**config.mk**
```make
export PLATFORM = sky130hd
export DESIGN_NAME = rsq_top
export DESIGN_NICKNAME = d
export VERILOG_FILES = /design/src/core/rsq_pkg.sv /design/src/core/rsq_in_sync.sv /design/src/core/rsq_reg_mem.sv /design/src/core/rsq_top.sv
export SDC_FILE = /design/constraint.sdc
export NUM_CORES = 1
export LEC_CHECK = 0
export BUFFER_PORTS_ARGS = -buffer_cell sky130_fd_sc_hd__buf_2
export CORE_MARGIN = 2
export CORE_UTILIZATION = 62
export CTS_BUF_LIST = sky130_fd_sc_hd__clkbuf_4
export DETAILED_ROUTE_END_ITERATION = 12
export HOLD_SLACK_MARGIN = 0.03
export PLACE_DENSITY = 0.9
export SLEW_MARGIN = 20
export SYNTH_ARGS = -nofsm -noshare
export SYNTH_HDL_FRONTEND = slang
export SYNTH_HIERARCHICAL = 1
export SYNTH_SLANG_ARGS = --single-unit
```
**constraint.sdc**
```tcl
create_clock -name SYS_CLK_I -period 8.2 [get_ports SYS_CLK_I]
set_input_delay 0 -clock SYS_CLK_I [delete_from_list [all_inputs] [get_ports SYS_CLK_I]]
set_output_delay 0 -clock SYS_CLK_I [all_outputs]
set_load 0.02 [all_outputs]
```
**src/core/rsq_pkg.sv**
```systemverilog
// rsq_pkg: constants for the reset sequencer and its register bank
// assumes: 32-bit axi4-lite data, byte addresses, one 8-bit register per word
//--------------------------------------------------------------------
// Overview of operation
// - reset accepted after sixteen oscillator cycles low
// - stay in reset while input low
// - start address from vector bytes fffd/fffc
// - port data and direction cleared to zero
// - both source selects load 0x33
// - serial status resets to 0x80
// - async control resets to 0xe0
// - aux timer bytes preset to 0xff
// - interrupt request and enable cleared
// - both dac values cleared
// - baud, buffers, pwm, adc left unset
// - middle-speed clock: oscillator divided by eight
// - undefined registers need software initialisation
//--------------------------------------------------------------------
package rsq_pkg;

	localparam int          RSQ_MIN_LOW_CYC   = 16;
	localparam int          RSQ_CNT_W         = 5;
	localparam int          RSQ_MID_DIV       = 8;
	localparam int          RSQ_DIV_W         = 3;
	localparam int          RSQ_NREG          = 64;
	localparam int          RSQ_IDX_W         = 6;
	localparam logic [15:0] RSQ_VEC_LO_ADDR   = 16'hfffc;
	localparam logic [15:0] RSQ_VEC_HI_ADDR   = 16'hfffd;

	// register indices; byte address is four times the index
	localparam logic [5:0] RSQ_PORT_FIRST    = 6'h00;
	localparam logic [5:0] RSQ_PORT_LAST     = 6'h0d;
	localparam logic [5:0] RSQ_SRC_SEL_A     = 6'h0e;
	localparam logic [5:0] RSQ_SRC_SEL_B     = 6'h0f;
	localparam logic [5:0] RSQ_SER_A_BUF     = 6'h18;
	localparam logic [5:0] RSQ_SER_A_STATE   = 6'h19;
	localparam logic [5:0] RSQ_ASYNC_A_CTRL  = 6'h1b;
	localparam logic [5:0] RSQ_BAUD_A        = 6'h1c;
	localparam logic [5:0] RSQ_AUX_TMR_LO    = 6'h28;
	localparam logic [5:0] RSQ_AUX_TMR_HI    = 6'h29;
	localparam logic [5:0] RSQ_PWM_PRE       = 6'h2c;
	localparam logic [5:0] RSQ_PWM_VAL       = 6'h2d;
	localparam logic [5:0] RSQ_BAUD_C        = 6'h2f;
	localparam logic [5:0] RSQ_SER_C_BUF     = 6'h30;
	localparam logic [5:0] RSQ_ADC_LOW       = 6'h35;
	localparam logic [5:0] RSQ_DAC_A         = 6'h36;
	localparam logic [5:0] RSQ_DAC_B         = 6'h37;
	localparam logic [5:0] RSQ_IRQ_REQ_A     = 6'h3c;
	localparam logic [5:0] RSQ_IRQ_REQ_B     = 6'h3d;
	localparam logic [5:0] RSQ_IRQ_EN_A      = 6'h3e;
	localparam logic [5:0] RSQ_IRQ_EN_B      = 6'h3f;

	// status/control words outside the 8-bit bank
	localparam logic [11:0] RSQ_STATUS_ADDR  = 12'h100;
	localparam logic [11:0] RSQ_VECTOR_ADDR  = 12'h104;
	localparam logic [11:0] RSQ_VECLD_ADDR   = 12'h108;
	localparam int          RSQ_BANK_TOP     = 256;

	localparam logic [7:0] RSQ_RST_ZERO      = 8'h00;
	localparam logic [7:0] RSQ_RST_SRC_SEL   = 8'h33;
	localparam logic [7:0] RSQ_RST_SER_STATE = 8'h80;
	localparam logic [7:0] RSQ_RST_ASYNC     = 8'he0;
	localparam logic [7:0] RSQ_RST_AUX_TMR   = 8'hff;

	localparam logic [1:0] RSQ_RESP_OKAY     = 2'b00;
	localparam logic [1:0] RSQ_RESP_SLVERR   = 2'b10;

	typedef enum logic [1:0] {
		RSQ_ST_RESET,
		RSQ_ST_VEC_HI,
		RSQ_ST_VEC_LO,
		RSQ_ST_RUN
	} rsq_state_t;

endpackage : rsq_pkg

```
**src/core/rsq_in_sync.sv**
```systemverilog
// rsq_in_sync: three-stage synchroniser with agreement filter
// assumes: input asynchronous to clk_i; output changes when stages 2 and 3 agree
`timescale 1ns/100ps
module rsq_in_sync (
	input  wire logic clk_i,    // sampling clock
	input  wire logic rst_n_i,  // async reset, active low
	input  wire logic async_i,  // raw pin level
	output logic      level_o   // filtered level
);
	logic s1;
	logic s2;
	logic s3;

	always_ff @(posedge clk_i or negedge rst_n_i) begin
		if (!rst_n_i) begin
			s1      <= 1'b0;
			s2      <= 1'b0;
			s3      <= 1'b0;
			level_o <= 1'b0;
		end else begin
			s1 <= async_i;
			s2 <= s1;
			s3 <= s2;
			if (s2 == s3)
				level_o <= s3;
		end
	end
endmodule : rsq_in_sync

```
**src/core/rsq_reg_mem.sv**
```systemverilog
// rsq_reg_mem: 64 x 8 register bank with registered read data
// assumes: one write port, one read port, same clock; no reset of contents
`timescale 1ns/100ps
module rsq_reg_mem (
	input  wire logic       clk_i,    // clock
	input  wire logic       we_i,     // write strobe
	input  wire logic [5:0] waddr_i,  // write index
	input  wire logic [7:0] wdata_i,  // write data
	input  wire logic [5:0] raddr_i,  // read index
	output logic      [7:0] rdata_o   // registered read data
);
	logic [7:0] mem [0:63];

	always_ff @(posedge clk_i) begin
		if (we_i)
			mem[waddr_i] <= wdata_i;
		rdata_o <= mem[raddr_i];
	end
endmodule : rsq_reg_mem

```
**src/core/rsq_top.sv**
```systemverilog
// rsq_top: reset sequencer with power-on register load and vector fetch
// assumes: SYS_CLK_I is the main oscillator; axi4-lite master on the same clock
//
// The AXI4-Lite interface to the registers and the placing of the registers were decided locally.
`timescale 1ns/100ps
module rsq_top (
	input  wire logic        SYS_CLK_I,        // main oscillator clock
	input  wire logic        RESETN_I,         // async reset, active low
	input  wire logic        RESET_PIN_N_I,    // external reset pin, active low
	output logic             CORE_RESET_N_O,   // internal reset, active low
	output logic             CLK_PHI_EN_O,     // one-cycle pulse every eighth clock
	output logic             MID_SPEED_O,      // middle-speed mode selected
	output logic [15:0]      START_ADDR_O,     // fetched start address
	output logic             START_VALID_O,    // start address valid
	input  wire logic        AWVALID,          // write address valid
	output logic             AWREADY,          // write address ready
	input  wire logic [11:0] AWADDR,           // write address
	input  wire logic        WVALID,           // write data valid
	output logic             WREADY,           // write data ready
	input  wire logic [31:0] WDATA,            // write data
	input  wire logic [3:0]  WSTRB,            // write strobes
	output logic             BVALID,           // write response valid
	input  wire logic        BREADY,           // write response ready
	output logic [1:0]       BRESP,            // write response
	input  wire logic        ARVALID,          // read address valid
	output logic             ARREADY,          // read address ready
	input  wire logic [11:0] ARADDR,           // read address
	output logic             RVALID,           // read data valid
	input  wire logic        RREADY,           // read data ready
	output logic [31:0]      RDATA,            // read data
	output logic [1:0]       RRESP             // read response
);
	import rsq_pkg::*;

	//------------------------------------------------------------
	// pin synchroniser and low-time counter
	//------------------------------------------------------------
	logic                 pin_lvl;
	logic [RSQ_CNT_W-1:0] low_cnt;
	logic                 core_rst;
	rsq_state_t           state;

	rsq_in_sync u_sync (
		.clk_i   (SYS_CLK_I),
		.rst_n_i (RESETN_I),
		.async_i (RESET_PIN_N_I),
		.level_o (pin_lvl)
	);

	wire low_done = (low_cnt == RSQ_CNT_W'(RSQ_MIN_LOW_CYC));

	always_ff @(posedge SYS_CLK_I or negedge RESETN_I) begin
		if (!RESETN_I)
			low_cnt <= '0;
		else if (pin_lvl)
			low_cnt <= '0;
		else if (!low_done)
			low_cnt <= low_cnt + 1'b1;
	end

	// hold reset while pin low, release on high
	always_ff @(posedge SYS_CLK_I or negedge RESETN_I) begin
		if (!RESETN_I)
			core_rst <= 1'b1;
		else if (low_done)
			core_rst <= 1'b1;
		else if (pin_lvl)
			core_rst <= 1'b0;
	end

	//------------------------------------------------------------
	// reset load walk over the register bank
	//------------------------------------------------------------
	logic [RSQ_IDX_W-1:0] init_idx;
	logic                 init_busy;
	logic [7:0]           init_val;
	logic                 init_keep;

	wire is_port = (init_idx <= RSQ_PORT_LAST);
	wire is_undef = (init_idx == RSQ_SER_A_BUF) || (init_idx == RSQ_BAUD_A) ||
	                (init_idx == RSQ_PWM_PRE) || (init_idx == RSQ_PWM_VAL) ||
	                (init_idx == RSQ_BAUD_C) || (init_idx == RSQ_SER_C_BUF) ||
	                (init_idx == RSQ_ADC_LOW);

	always_comb begin
		init_keep = 1'b0;
		init_val  = RSQ_RST_ZERO;
		if (is_port)
			init_val = RSQ_RST_ZERO;
		else if ((init_idx == RSQ_SRC_SEL_A) || (init_idx == RSQ_SRC_SEL_B))
			init_val = RSQ_RST_SRC_SEL;
		else if (init_idx == RSQ_SER_A_STATE)
			init_val = RSQ_RST_SER_STATE;
		else if (init_idx == RSQ_ASYNC_A_CTRL)
			init_val = RSQ_RST_ASYNC;
		else if ((init_idx == RSQ_AUX_TMR_LO) || (init_idx == RSQ_AUX_TMR_HI))
			init_val = RSQ_RST_AUX_TMR;
		else if ((init_idx >= RSQ_IRQ_REQ_A) && (init_idx <= RSQ_IRQ_EN_B))
			init_val = RSQ_RST_ZERO;
		else if ((init_idx == RSQ_DAC_A) || (init_idx == RSQ_DAC_B))
			init_val = RSQ_RST_ZERO;
		else
			init_keep = 1'b1;
		if (is_undef)
			init_keep = 1'b1;
	end

	always_ff @(posedge SYS_CLK_I or negedge RESETN_I) begin
		if (!RESETN_I) begin
			init_idx  <= '0;
			init_busy <= 1'b1;
		end else if (core_rst) begin
			init_idx  <= init_busy ? init_idx + 1'b1 : '0;
			init_busy <= init_busy ? (init_idx != RSQ_IDX_W'(RSQ_NREG - 1)) : 1'b1;
			if (!init_busy)
				init_idx <= '0;
		end else if (init_busy) begin
			init_idx  <= init_idx + 1'b1;
			init_busy <= (init_idx != RSQ_IDX_W'(RSQ_NREG - 1));
		end
	end

	//------------------------------------------------------------
	// vector bytes and start sequence
	//------------------------------------------------------------
	logic [7:0]  vec_hi;
	logic [7:0]  vec_lo;
	logic [15:0] start_addr;

	always_ff @(posedge SYS_CLK_I or negedge RESETN_I) begin
		if (!RESETN_I) begin
			state      <= RSQ_ST_RESET;
			start_addr <= '0;
		end else if (core_rst) begin
			state <= RSQ_ST_RESET;
		end else begin
			unique case (state)
				RSQ_ST_RESET:  if (!init_busy) state <= RSQ_ST_VEC_HI;
				RSQ_ST_VEC_HI: begin
					start_addr[15:8] <= vec_hi;
					state            <= RSQ_ST_VEC_LO;
				end
				RSQ_ST_VEC_LO: begin
					start_addr[7:0] <= vec_lo;
					state           <= RSQ_ST_RUN;
				end
				RSQ_ST_RUN:    state <= RSQ_ST_RUN;
			endcase
		end
	end

	assign START_ADDR_O   = start_addr;
	assign START_VALID_O  = (state == RSQ_ST_RUN);
	assign CORE_RESET_N_O = (state == RSQ_ST_RUN);

	//------------------------------------------------------------
	// middle-speed clock divider
	//------------------------------------------------------------
	logic [RSQ_DIV_W-1:0] div_cnt;
	logic                 phi_en;

	always_ff @(posedge SYS_CLK_I or negedge RESETN_I) begin
		if (!RESETN_I) begin
			div_cnt <= '0;
			phi_en  <= 1'b0;
		end else if (state != RSQ_ST_RUN) begin
			div_cnt <= '0;
			phi_en  <= 1'b0;
		end else begin
			div_cnt <= div_cnt + 1'b1;
			phi_en  <= (div_cnt == RSQ_DIV_W'(RSQ_MID_DIV - 1));
		end
	end

	assign CLK_PHI_EN_O = phi_en;
	assign MID_SPEED_O  = (state == RSQ_ST_RUN);

	//------------------------------------------------------------
	// axi4-lite slave
	//------------------------------------------------------------
	logic        aw_held;
	logic        w_held;
	logic [11:0] aw_addr;
	logic [31:0] w_data;
	logic [3:0]  w_strb;
	logic        ar_pend;
	logic        rd_wait;
	logic [11:0] ar_addr;
	logic [7:0]  mem_rdata;

	// a channel stays closed while its item is held or the answer waits
	assign AWREADY = !aw_held && !BVALID;
	assign WREADY  = !w_held && !BVALID;
	assign ARREADY = !ar_pend && !RVALID;

	wire do_write = aw_held && w_held && !BVALID;
	wire wr_bank  = (aw_addr < 12'(RSQ_BANK_TOP)) && (aw_addr[1:0] == 2'b00);
	wire wr_vecld = (aw_addr == RSQ_VECLD_ADDR);
	wire sw_we    = do_write && wr_bank && w_strb[0] && !init_busy;
	wire rd_bank  = (ar_addr < 12'(RSQ_BANK_TOP)) && (ar_addr[1:0] == 2'b00);
	wire rd_stat  = (ar_addr == RSQ_STATUS_ADDR);
	wire rd_vec   = (ar_addr == RSQ_VECTOR_ADDR);
	wire rd_vecld = (ar_addr == RSQ_VECLD_ADDR);
	wire rd_ok    = rd_bank || rd_stat || rd_vec || rd_vecld;
	wire wr_ok    = wr_bank || wr_vecld;

	//------------------------------------------------------------
	// register bank
	//------------------------------------------------------------

	// reset load has priority over software writes
	wire       mem_we    = (init_busy && !init_keep) || sw_we;
	wire [5:0] mem_waddr = init_busy ? init_idx : aw_addr[7:2];
	wire [7:0] mem_wdata = init_busy ? init_val : w_data[7:0];

	rsq_reg_mem u_mem (
		.clk_i   (SYS_CLK_I),
		.we_i    (mem_we),
		.waddr_i (mem_waddr),
		.wdata_i (mem_wdata),
		.raddr_i (ar_addr[7:2]),
		.rdata_o (mem_rdata)
	);

	//------------------------------------------------------------
	// write channels
	//------------------------------------------------------------
	always_ff @(posedge SYS_CLK_I or negedge RESETN_I) begin
		if (!RESETN_I) begin
			aw_held <= 1'b0;
			aw_addr <= '0;
		end else if (AWVALID && AWREADY) begin
			aw_held <= 1'b1;
			aw_addr <= AWADDR;
		end else if (do_write) begin
			aw_held <= 1'b0;
		end
	end

	always_ff @(posedge SYS_CLK_I or negedge RESETN_I) begin
		if (!RESETN_I) begin
			w_held <= 1'b0;
			w_data <= '0;
			w_strb <= '0;
		end else if (WVALID && WREADY) begin
			w_held <= 1'b1;
			w_data <= WDATA;
			w_strb <= WSTRB;
		end else if (do_write) begin
			w_held <= 1'b0;
		end
	end

	// response follows once address and data are both held
	wire [1:0] next_bresp = wr_ok ? RSQ_RESP_OKAY : RSQ_RESP_SLVERR;

	always_ff @(posedge SYS_CLK_I or negedge RESETN_I) begin
		if (!RESETN_I) begin
			BVALID <= 1'b0;
			BRESP  <= RSQ_RESP_OKAY;
		end else if (do_write) begin
			BVALID <= 1'b1;
			BRESP  <= next_bresp;
		end else if (BVALID && BREADY) begin
			BVALID <= 1'b0;
		end
	end

	// vector bytes survive a pin reset
	wire vec_lo_we = do_write && wr_vecld && w_strb[0];
	wire vec_hi_we = do_write && wr_vecld && w_strb[1];

	always_ff @(posedge SYS_CLK_I or negedge RESETN_I) begin
		if (!RESETN_I) begin
			vec_lo <= '0;
			vec_hi <= '0;
		end else begin
			if (vec_lo_we)
				vec_lo <= w_data[7:0];
			if (vec_hi_we)
				vec_hi <= w_data[15:8];
		end
	end

	//------------------------------------------------------------
	// read channel
	//------------------------------------------------------------
	wire        rd_fire   = ar_pend && !rd_wait && !RVALID;
	wire [3:0]  stat_bits = {MID_SPEED_O, START_VALID_O, init_busy, core_rst};
	wire [31:0] next_rdata = rd_bank  ? {24'h000000, mem_rdata} :
	                         rd_stat  ? {28'h0000000, stat_bits} :
	                         rd_vec   ? {16'h0000, start_addr} :
	                         rd_vecld ? {16'h0000, vec_hi, vec_lo} : 32'h00000000;
	wire [1:0]  next_rresp = rd_ok ? RSQ_RESP_OKAY : RSQ_RESP_SLVERR;

	always_ff @(posedge SYS_CLK_I or negedge RESETN_I) begin
		if (!RESETN_I) begin
			ar_pend <= 1'b0;
			ar_addr <= '0;
		end else if (ARVALID && ARREADY) begin
			ar_pend <= 1'b1;
			ar_addr <= ARADDR;
		end else if (RVALID && RREADY) begin
			ar_pend <= 1'b0;
		end
	end

	// bank data come out of a register one cycle after the index
	always_ff @(posedge SYS_CLK_I or negedge RESETN_I) begin
		if (!RESETN_I)
			rd_wait <= 1'b0;
		else
			rd_wait <= ARVALID && ARREADY;
	end

	always_ff @(posedge SYS_CLK_I or negedge RESETN_I) begin
		if (!RESETN_I) begin
			RVALID <= 1'b0;
			RDATA  <= '0;
			RRESP  <= RSQ_RESP_OKAY;
		end else if (rd_fire) begin
			RVALID <= 1'b1;
			RDATA  <= next_rdata;
			RRESP  <= next_rresp;
		end else if (RVALID && RREADY) begin
			RVALID <= 1'b0;
		end
	end
endmodule : rsq_top

```
-- Word level (Yosys, flattened, before mapping)
Memories as Yosys holds them, arrays and structs flattened. A register that Yosys moved wholly into a read port is not among the register bits.
Index checks and enable logic that the tools add are counted.
- add/sub/neg operators: 3
- multipliers: 0
- divide/modulo/power cells: 0
- magnitude comparators: 5
- equal/unequal tests: 29
- shifts and indexed selects: 0
- mux-type cells: 46
- bitwise logic cells: 1
- reduce and logical (&&, ||, !) cells: 57
- operators by type and width (operator ; number):
    $mux 16 ; 4
    $eq 6x6->1 const B ; 9
    $eq 12x9->1 const B ; 4
    $mux 8 ; 6
    $eq 6x5->1 const B ; 4
    $lt 12x9->1 const B ; 2
    $mux 1 ; 24
    $mux 6 ; 4
    $logic_and 1x1->1 ; 22
    $logic_or 1x1->1 ; 14
    $reduce_bool 2->1 ; 7
    $eq 6x4->1 const B ; 2
    $mux 5 ; 2
    $logic_not 1->1 ; 8
    $mux 2 ; 4
    $add 6x1->6 const B ; 1
    $ge 6x6->1 const B ; 1
    $le 6x4->1 const B ; 1
    $le 6x6->1 const B ; 1
    $logic_not 2->1 ; 3
    $ne 6x6->1 const B ; 1
    $pmux 2 s3 ; 1
    $add 5x1->5 const B ; 1
    $eq 5x5->1 const B ; 1
    other kinds (12) ; 14
- bits in registers: 139
- latch bits: 0
- bits in writable memories: 512
- bits in read-only memories: 0
- output and inout port bits: 61
- memories: 1
- memories (name ; depth ; width ; read ports ; clocked after memory_dff ; write ports ; RTL line ; source):
    u_mem.mem ; 64 ; 8 ; 1 ; 1 ; 1 ; rsq_reg_mem.sv:12 ; logic [7:0] mem [0:63];

-- Logic depth before layout (Yosys ltp)
- depth in word-level cells: 15
- gate-level depth with buffers: 10
- depth with buffers taken out: 10

-- Hierarchy
The synthesis kept the hierarchy.
- by module, submodules not included (module ; times used ; cells an instance ; area each (um^2) ; seq. area each (um^2)):
    rsq_reg_mem ; 1 ; 940 ; 20166.8 ; 15534.9
    rsq_top ; 1 ; 455 ; 5416.4 ; 2930.3
    rsq_in_sync ; 1 ; 5 ; 111.4 ; 100.1

-- Worst setup path after synthesis
No wires, ideal clock.
- path type: register to register
- start: reg init_busy
- end: mem u_mem.mem[0][0] (data pin)
- setup time: 702 ps
- arrival: 3098 ps
- required time: 7498 ps
- slack: 4401 ps
- cell stages (with the launch flop): 3
- period minus slack after synthesis: 3799 ps
- path through: dfstp_2 clkbuf_1 o21ai_0
- word-level cells in the longest chain between the ends: 1
- RTL lines (item ; RTL line ; source):
    start: declaration ; rsq_top.sv:75 ; logic init_busy;
    start signal: assignment ; rsq_top.sv:114 ; init_busy <= init_busy ? (init_idx != RSQ_IDX_W'(RSQ_NREG - 1)) : 1'b1;
    start signal: assignment ; rsq_top.sv:119 ; init_busy <= (init_idx != RSQ_IDX_W'(RSQ_NREG - 1));
    $mux 8 ; rsq_top.sv:214 ; wire [7:0] mem_wdata = init_busy ? init_val : w_data[7:0];
    net mem_wdata[0] ; rsq_top.sv:214 ;
    end: declaration ; rsq_reg_mem.sv:12 ;
The timed path passes the listed nets, and every way through them passes these cells.

-- Worst setup path after layout
- start: reg init_idx[5]
- end: mem u_mem.mem[1][4], enable pin
- word-level cells in the longest chain between the ends: 15
- elaborated cells between the ends (all ways): 42
- RTL lines (item ; RTL line ; source):
    start: declaration ; rsq_top.sv:74 ; logic [RSQ_IDX_W-1:0] init_idx;
    start signal: assignment ; rsq_top.sv:113 ; init_idx <= init_busy ? init_idx + 1'b1 : '0;
    start signal: assignment ; rsq_top.sv:118 ; init_idx <= init_idx + 1'b1;
    parallel branches: the longest is 9 deep, another holds $ge 6x6->1 ; -- ;
    $mux 1 (*) ; rsq_top.sv:104 ; if (is_undef)
    $logic_not 1->1 (*) ; rsq_top.sv:212 ; wire mem_we = (init_busy && !init_keep) || sw_we;
    $logic_and 1x1->1 (*) ; rsq_top.sv:212 ;
    $logic_or 1x1->1 (*) ; rsq_top.sv:212 ;
    net mem_we ; rsq_top.sv:212 ;
    $mux 1 (*) ; rsq_reg_mem.sv:15 ; if (we_i)
    $mux 1 (implied by the code) (*) ; rsq_reg_mem.sv:16 ; mem[waddr_i] <= wdata_i;
Mark *: on every way through the listed nets, which the timed path passes.

==> impl_metrics.tcl <==
set metrics [dict create \
    postCtsSetupRepairBufs 0 \
    report.final.setup_viol 0 \
    synthesis.area_per_instance_um2 18.35 \
    grt_setup_unrepaired "false" \
    worst_ep_arrival_time_ns 5.24 \
    fill_cells 1937 \
    synth-xor-area-share 0.002727 \
    detail_route.wirelength_um 71120 \
    post_synth_and_or_nand_nor_area_fraction 0.05147 \
    wire_per_inst_um 30.08 \
    synth.area.top_cells "sky130_fd_sc_hd__edfxtp_1 60%, sky130_fd_sc_hd__dfrtp_1 12%, sky130_fd_sc_hd__mux4_2 11%" \
    cts_htree_levels 4 \
    vdd_drop_max_mv 0.2108 \
    timing.critical_path.from_type "register" \
    slew_of_the_pin_with_the_lowest_slew_margin_ns 1.128 \
    finish.net_count 1792 \
    grt_first_pass_wirelength_um 106100 \
    synth.top_cell.area_share 0.5984 \
    ant_nets 0 \
    worst_setup_path_end_kind "register" \
    max_slew_margin 0.2448 \
    whs_ns 0.1452 \
    worstHoldEndpoint "rd_wait" \
    vias_post_dr 16240 \
    worstReg2RegEnd "u_mem/mem[1][4]" \
    place_congestion 0.8139 \
    count_of_cells_resized_by_post_cts_repair 0 \
    layout-area-overhead-vs-synth_pct 16.15 \
    holdPathStages 3 \
    maxCapViolCount 0 \
    leakagePower_nw 10.59 \
    worst-r2r-cell-count 7 \
    post_synth_most_frequent_cells "512 x sky130_fd_sc_hd__edfxtp_1, 126 x sky130_fd_sc_hd__mux4_2, 119 x sky130_fd_sc_hd__dfrtp_1" \
    die_area_um2 43090 \
    grt-ovfl-total 0 \
    reg2reg_setup_slack_ns 3.41 \
    initial_utilization 0.6293 \
    drive_gt1_frac 0.3262 \
    postLayoutCellArea_um2 29840 \
    yosys.area.top_type "sky130_fd_sc_hd__edfxtp_1" \
    synthDistinctLibCells 69 \
    die_width_um 207.6 \
    avgViaCountPerCell 6.871 \
    totalNegativeSetupSlack_ns 0 \
    critPathRequiredTime_ns 8.66 \
    drt_drc_violations_left 0 \
    synth_seq_cells 641 \
    tritoncts "done" \
    dr.pass1.iters 8 \
    placement.setup.worst_slack_ns 4.176 \
    synth.mux.area_fraction 0.1591 \
    synth_top_flop_cell "sky130_fd_sc_hd__edfxtp_1" \
    clkTransAtPathRegs_ns 0.08 \
    die_height_um 207.6 \
    clock_path_buffers 3 \
    worstSkewPairLatency_ns 0.88 \
    synth_enable_flop_cells 512 \
    drt_iter0_drc 2851 \
    grt.total_usage 0.3345 \
    synth_async_sr_flop_share 0.1888 \
    outcome "complete, no violations" \
    sequential_cell_area_um2 18580 \
    cts.root.buffer_cell "sky130_fd_sc_hd__clkbuf_4" \
    crit_slowest_cell "sky130_fd_sc_hd__nor2_1" \
    post-route-worst-setup-slack_ns 3.411 \
    min-delay-path-class "in -> reg" \
    dp_hpwl_um 33010 \
    coreArea_um2 40830 \
    layout.core_utilization 0.7309 \
    cts.sinks 641 \
    synth-compound-area-share 0.03545 \
    synth-warning-count 6 \
    core.rowCount 74 \
    maximum_number_of_pins_on_one_net_before_global_route_repair 101 \
    worst_hold_startpoint "ARVALID" \
    clock.fmax_mhz 208.8 \
    multi_input_comb_area_um2 6708 \
    skew_ns 0.06933 \
    synthAdderAreaFrac 0.004821 \
    number_of_antenna_violations_at_the_first_check_in_global_routing 4 \
    finalMaxSlewViolations 0 \
    synthCells 1400 \
    io_pins 129 \
    synth.most_common_cell "sky130_fd_sc_hd__edfxtp_1" \
    worst_path_largest_cell_delay_ns 1.04 \
    p_per_area_nw_per_um2 335.7 \
    peak_fanout_along_the_critical_path 12 \
    cells_along_the_critical_path "nor4bb_1 > o21ai_0 > nand3_1 > a21oi_1 > o21ai_0 > nand3_1 > nor2_1" \
    period_minus_slack_ns 4.789 \
    final.period_utilization 0.5840 \
    synth_top_family_by_area "multiplexers" \
    netlist_area_um2 25690 \
    tritoncts.num_buffers 151 \
    grt_pass1_vias 16960 \
    placement.io_buffers 92 \
    worstReg2RegStart "init_idx[5]" \
    total_placed_instance_area_um2 26570 \
    final-hold-violation-count 0 \
    ys_seq_area_frac 0.7225 \
    timing.setup.critical_path_class "reg -> reg" \
]
[worst max path at each step]
stage | slack, ns | start | to
2_1_floorplan | 4.40 | init_busy | u_mem/mem[0][0]
3_3_place_gp | 4.31 | init_idx[4] | u_mem/mem[17][4]
3_5_place_dp | 4.18 | init_idx[1] | u_mem/mem[41][2]
4_1_cts | 3.96 | init_idx[1] | u_mem/mem[1][4]
5_1_grt | 3.45 | init_idx[1] | u_mem/mem[1][4]
6_report | 3.41 | init_idx[5] | u_mem/mem[1][4]
[routing by layer]
metal | global-route usage | vias up | wire (um)
met5 | 0.008899 | - | 64
met4 | 0.2303 | 4 | 5272
met3 | 0.07988 | 431 | 8517
met2 | 0.5367 | 1676 | 34670
met1 | 0.4053 | 7875 | 22590
li1 | - | 6256 | -
[metrics by stage]
| step | total power [mW] | cells |
|---|---|---|
| CTS | 9.706 | 2362 |
| floorplan | 6.207 | 1417 |
| global route | 10.29 | 2364 |
| finish | 10.02 | 2364 |
| global placement | 6.818 | 1965 |
| detailed placement | 6.972 | 1965 |
[cells in the final DEF, fill, tap and decap left out, drive strengths merged, types with 4 or more instances in the layout]
cell type,netlist,final
nor4,4,4
a221o,8,8
and3,4,4
nor3b,5,5
o2bb2ai,5,5
o22ai,8,8
dfrtp,119,119
conb,1,18
a211oi,5,5
mux2,88,88
edfxtp,512,512
nor2,110,110
xor2,4,4
nand3b,4,4
a221oi,6,6
o21ai,35,35
o221ai,8,8
a31oi,4,4
xnor2,4,4
nand2,52,52
clkinv,0,29
a21oi,10,10
nor3,12,12
a21o,4,4
dfxtp,8,8
mux2i,26,26
mux4,126,126
buf,61,106
ha,9,9
dlygate4sd3,0,128
nand3,23,23
a22oi,12,12
clkbuf,28,230
nor2b,29,29
inv,15,21
nand2b,7,7
[sequential cells by signal (all words and copies together) (netlist names), 6 cells and up]
name / flops
START_ADDR_O: 16
init_idx: 6
ar_addr: 12
RDATA: 16
vec_lo: 8
aw_addr: 12
w_data: 16
u_mem/mem: 512
vec_hi: 8
u_mem/rdata_o: 8
[area by class of cell]
type / count / share of cell area
clock buffer: 230 / 0.05785
sequential: 641 / 0.6225
timing repair buffer: 234 / 0.06305
multi-input combinational: 672 / 0.2248
clock inverter: 38 / 0.007504
inverter: 15 / 0.001887
tap: 532 / 0.02230
antenna: 2 / 0.0001677
[power by group]
part / internal [mW] / leakage [nW] / switching (mW) / total, mW
clock network: 1.37 / 1.18 / 1.31 / 2.68
registers: 4.06 / 6.23 / 0.295 / 4.36
logic: 1.19 / 3.18 / 1.79 / 2.98
[kinds of logic after synthesis]
group                    count (synthesis)
AO/OA/AOI/OAI                          129
other                                    1
XOR/XNOR                                 8
AND/OR/NAND/NOR                        267
flip-flops                             641
adder cells (fa/ha/maj)                 10
multiplexers                           240
buffers and inverters                  104
[worst max-delay path: cells and delay by family (launching register included)]
kind            cells  cell delay, ns
flops               1            0.65
compound gates      3            1.24
simple gates        4            2.49
[what timing repair did]
item | 4_1_cts | 5_1_grt
hold endpoints to repair | 168 | 0
endpoints found under the setup margin | 0 | 0
hold buffers | 129 | 0
No activity file was read; power rests on OpenSTA's default activity.
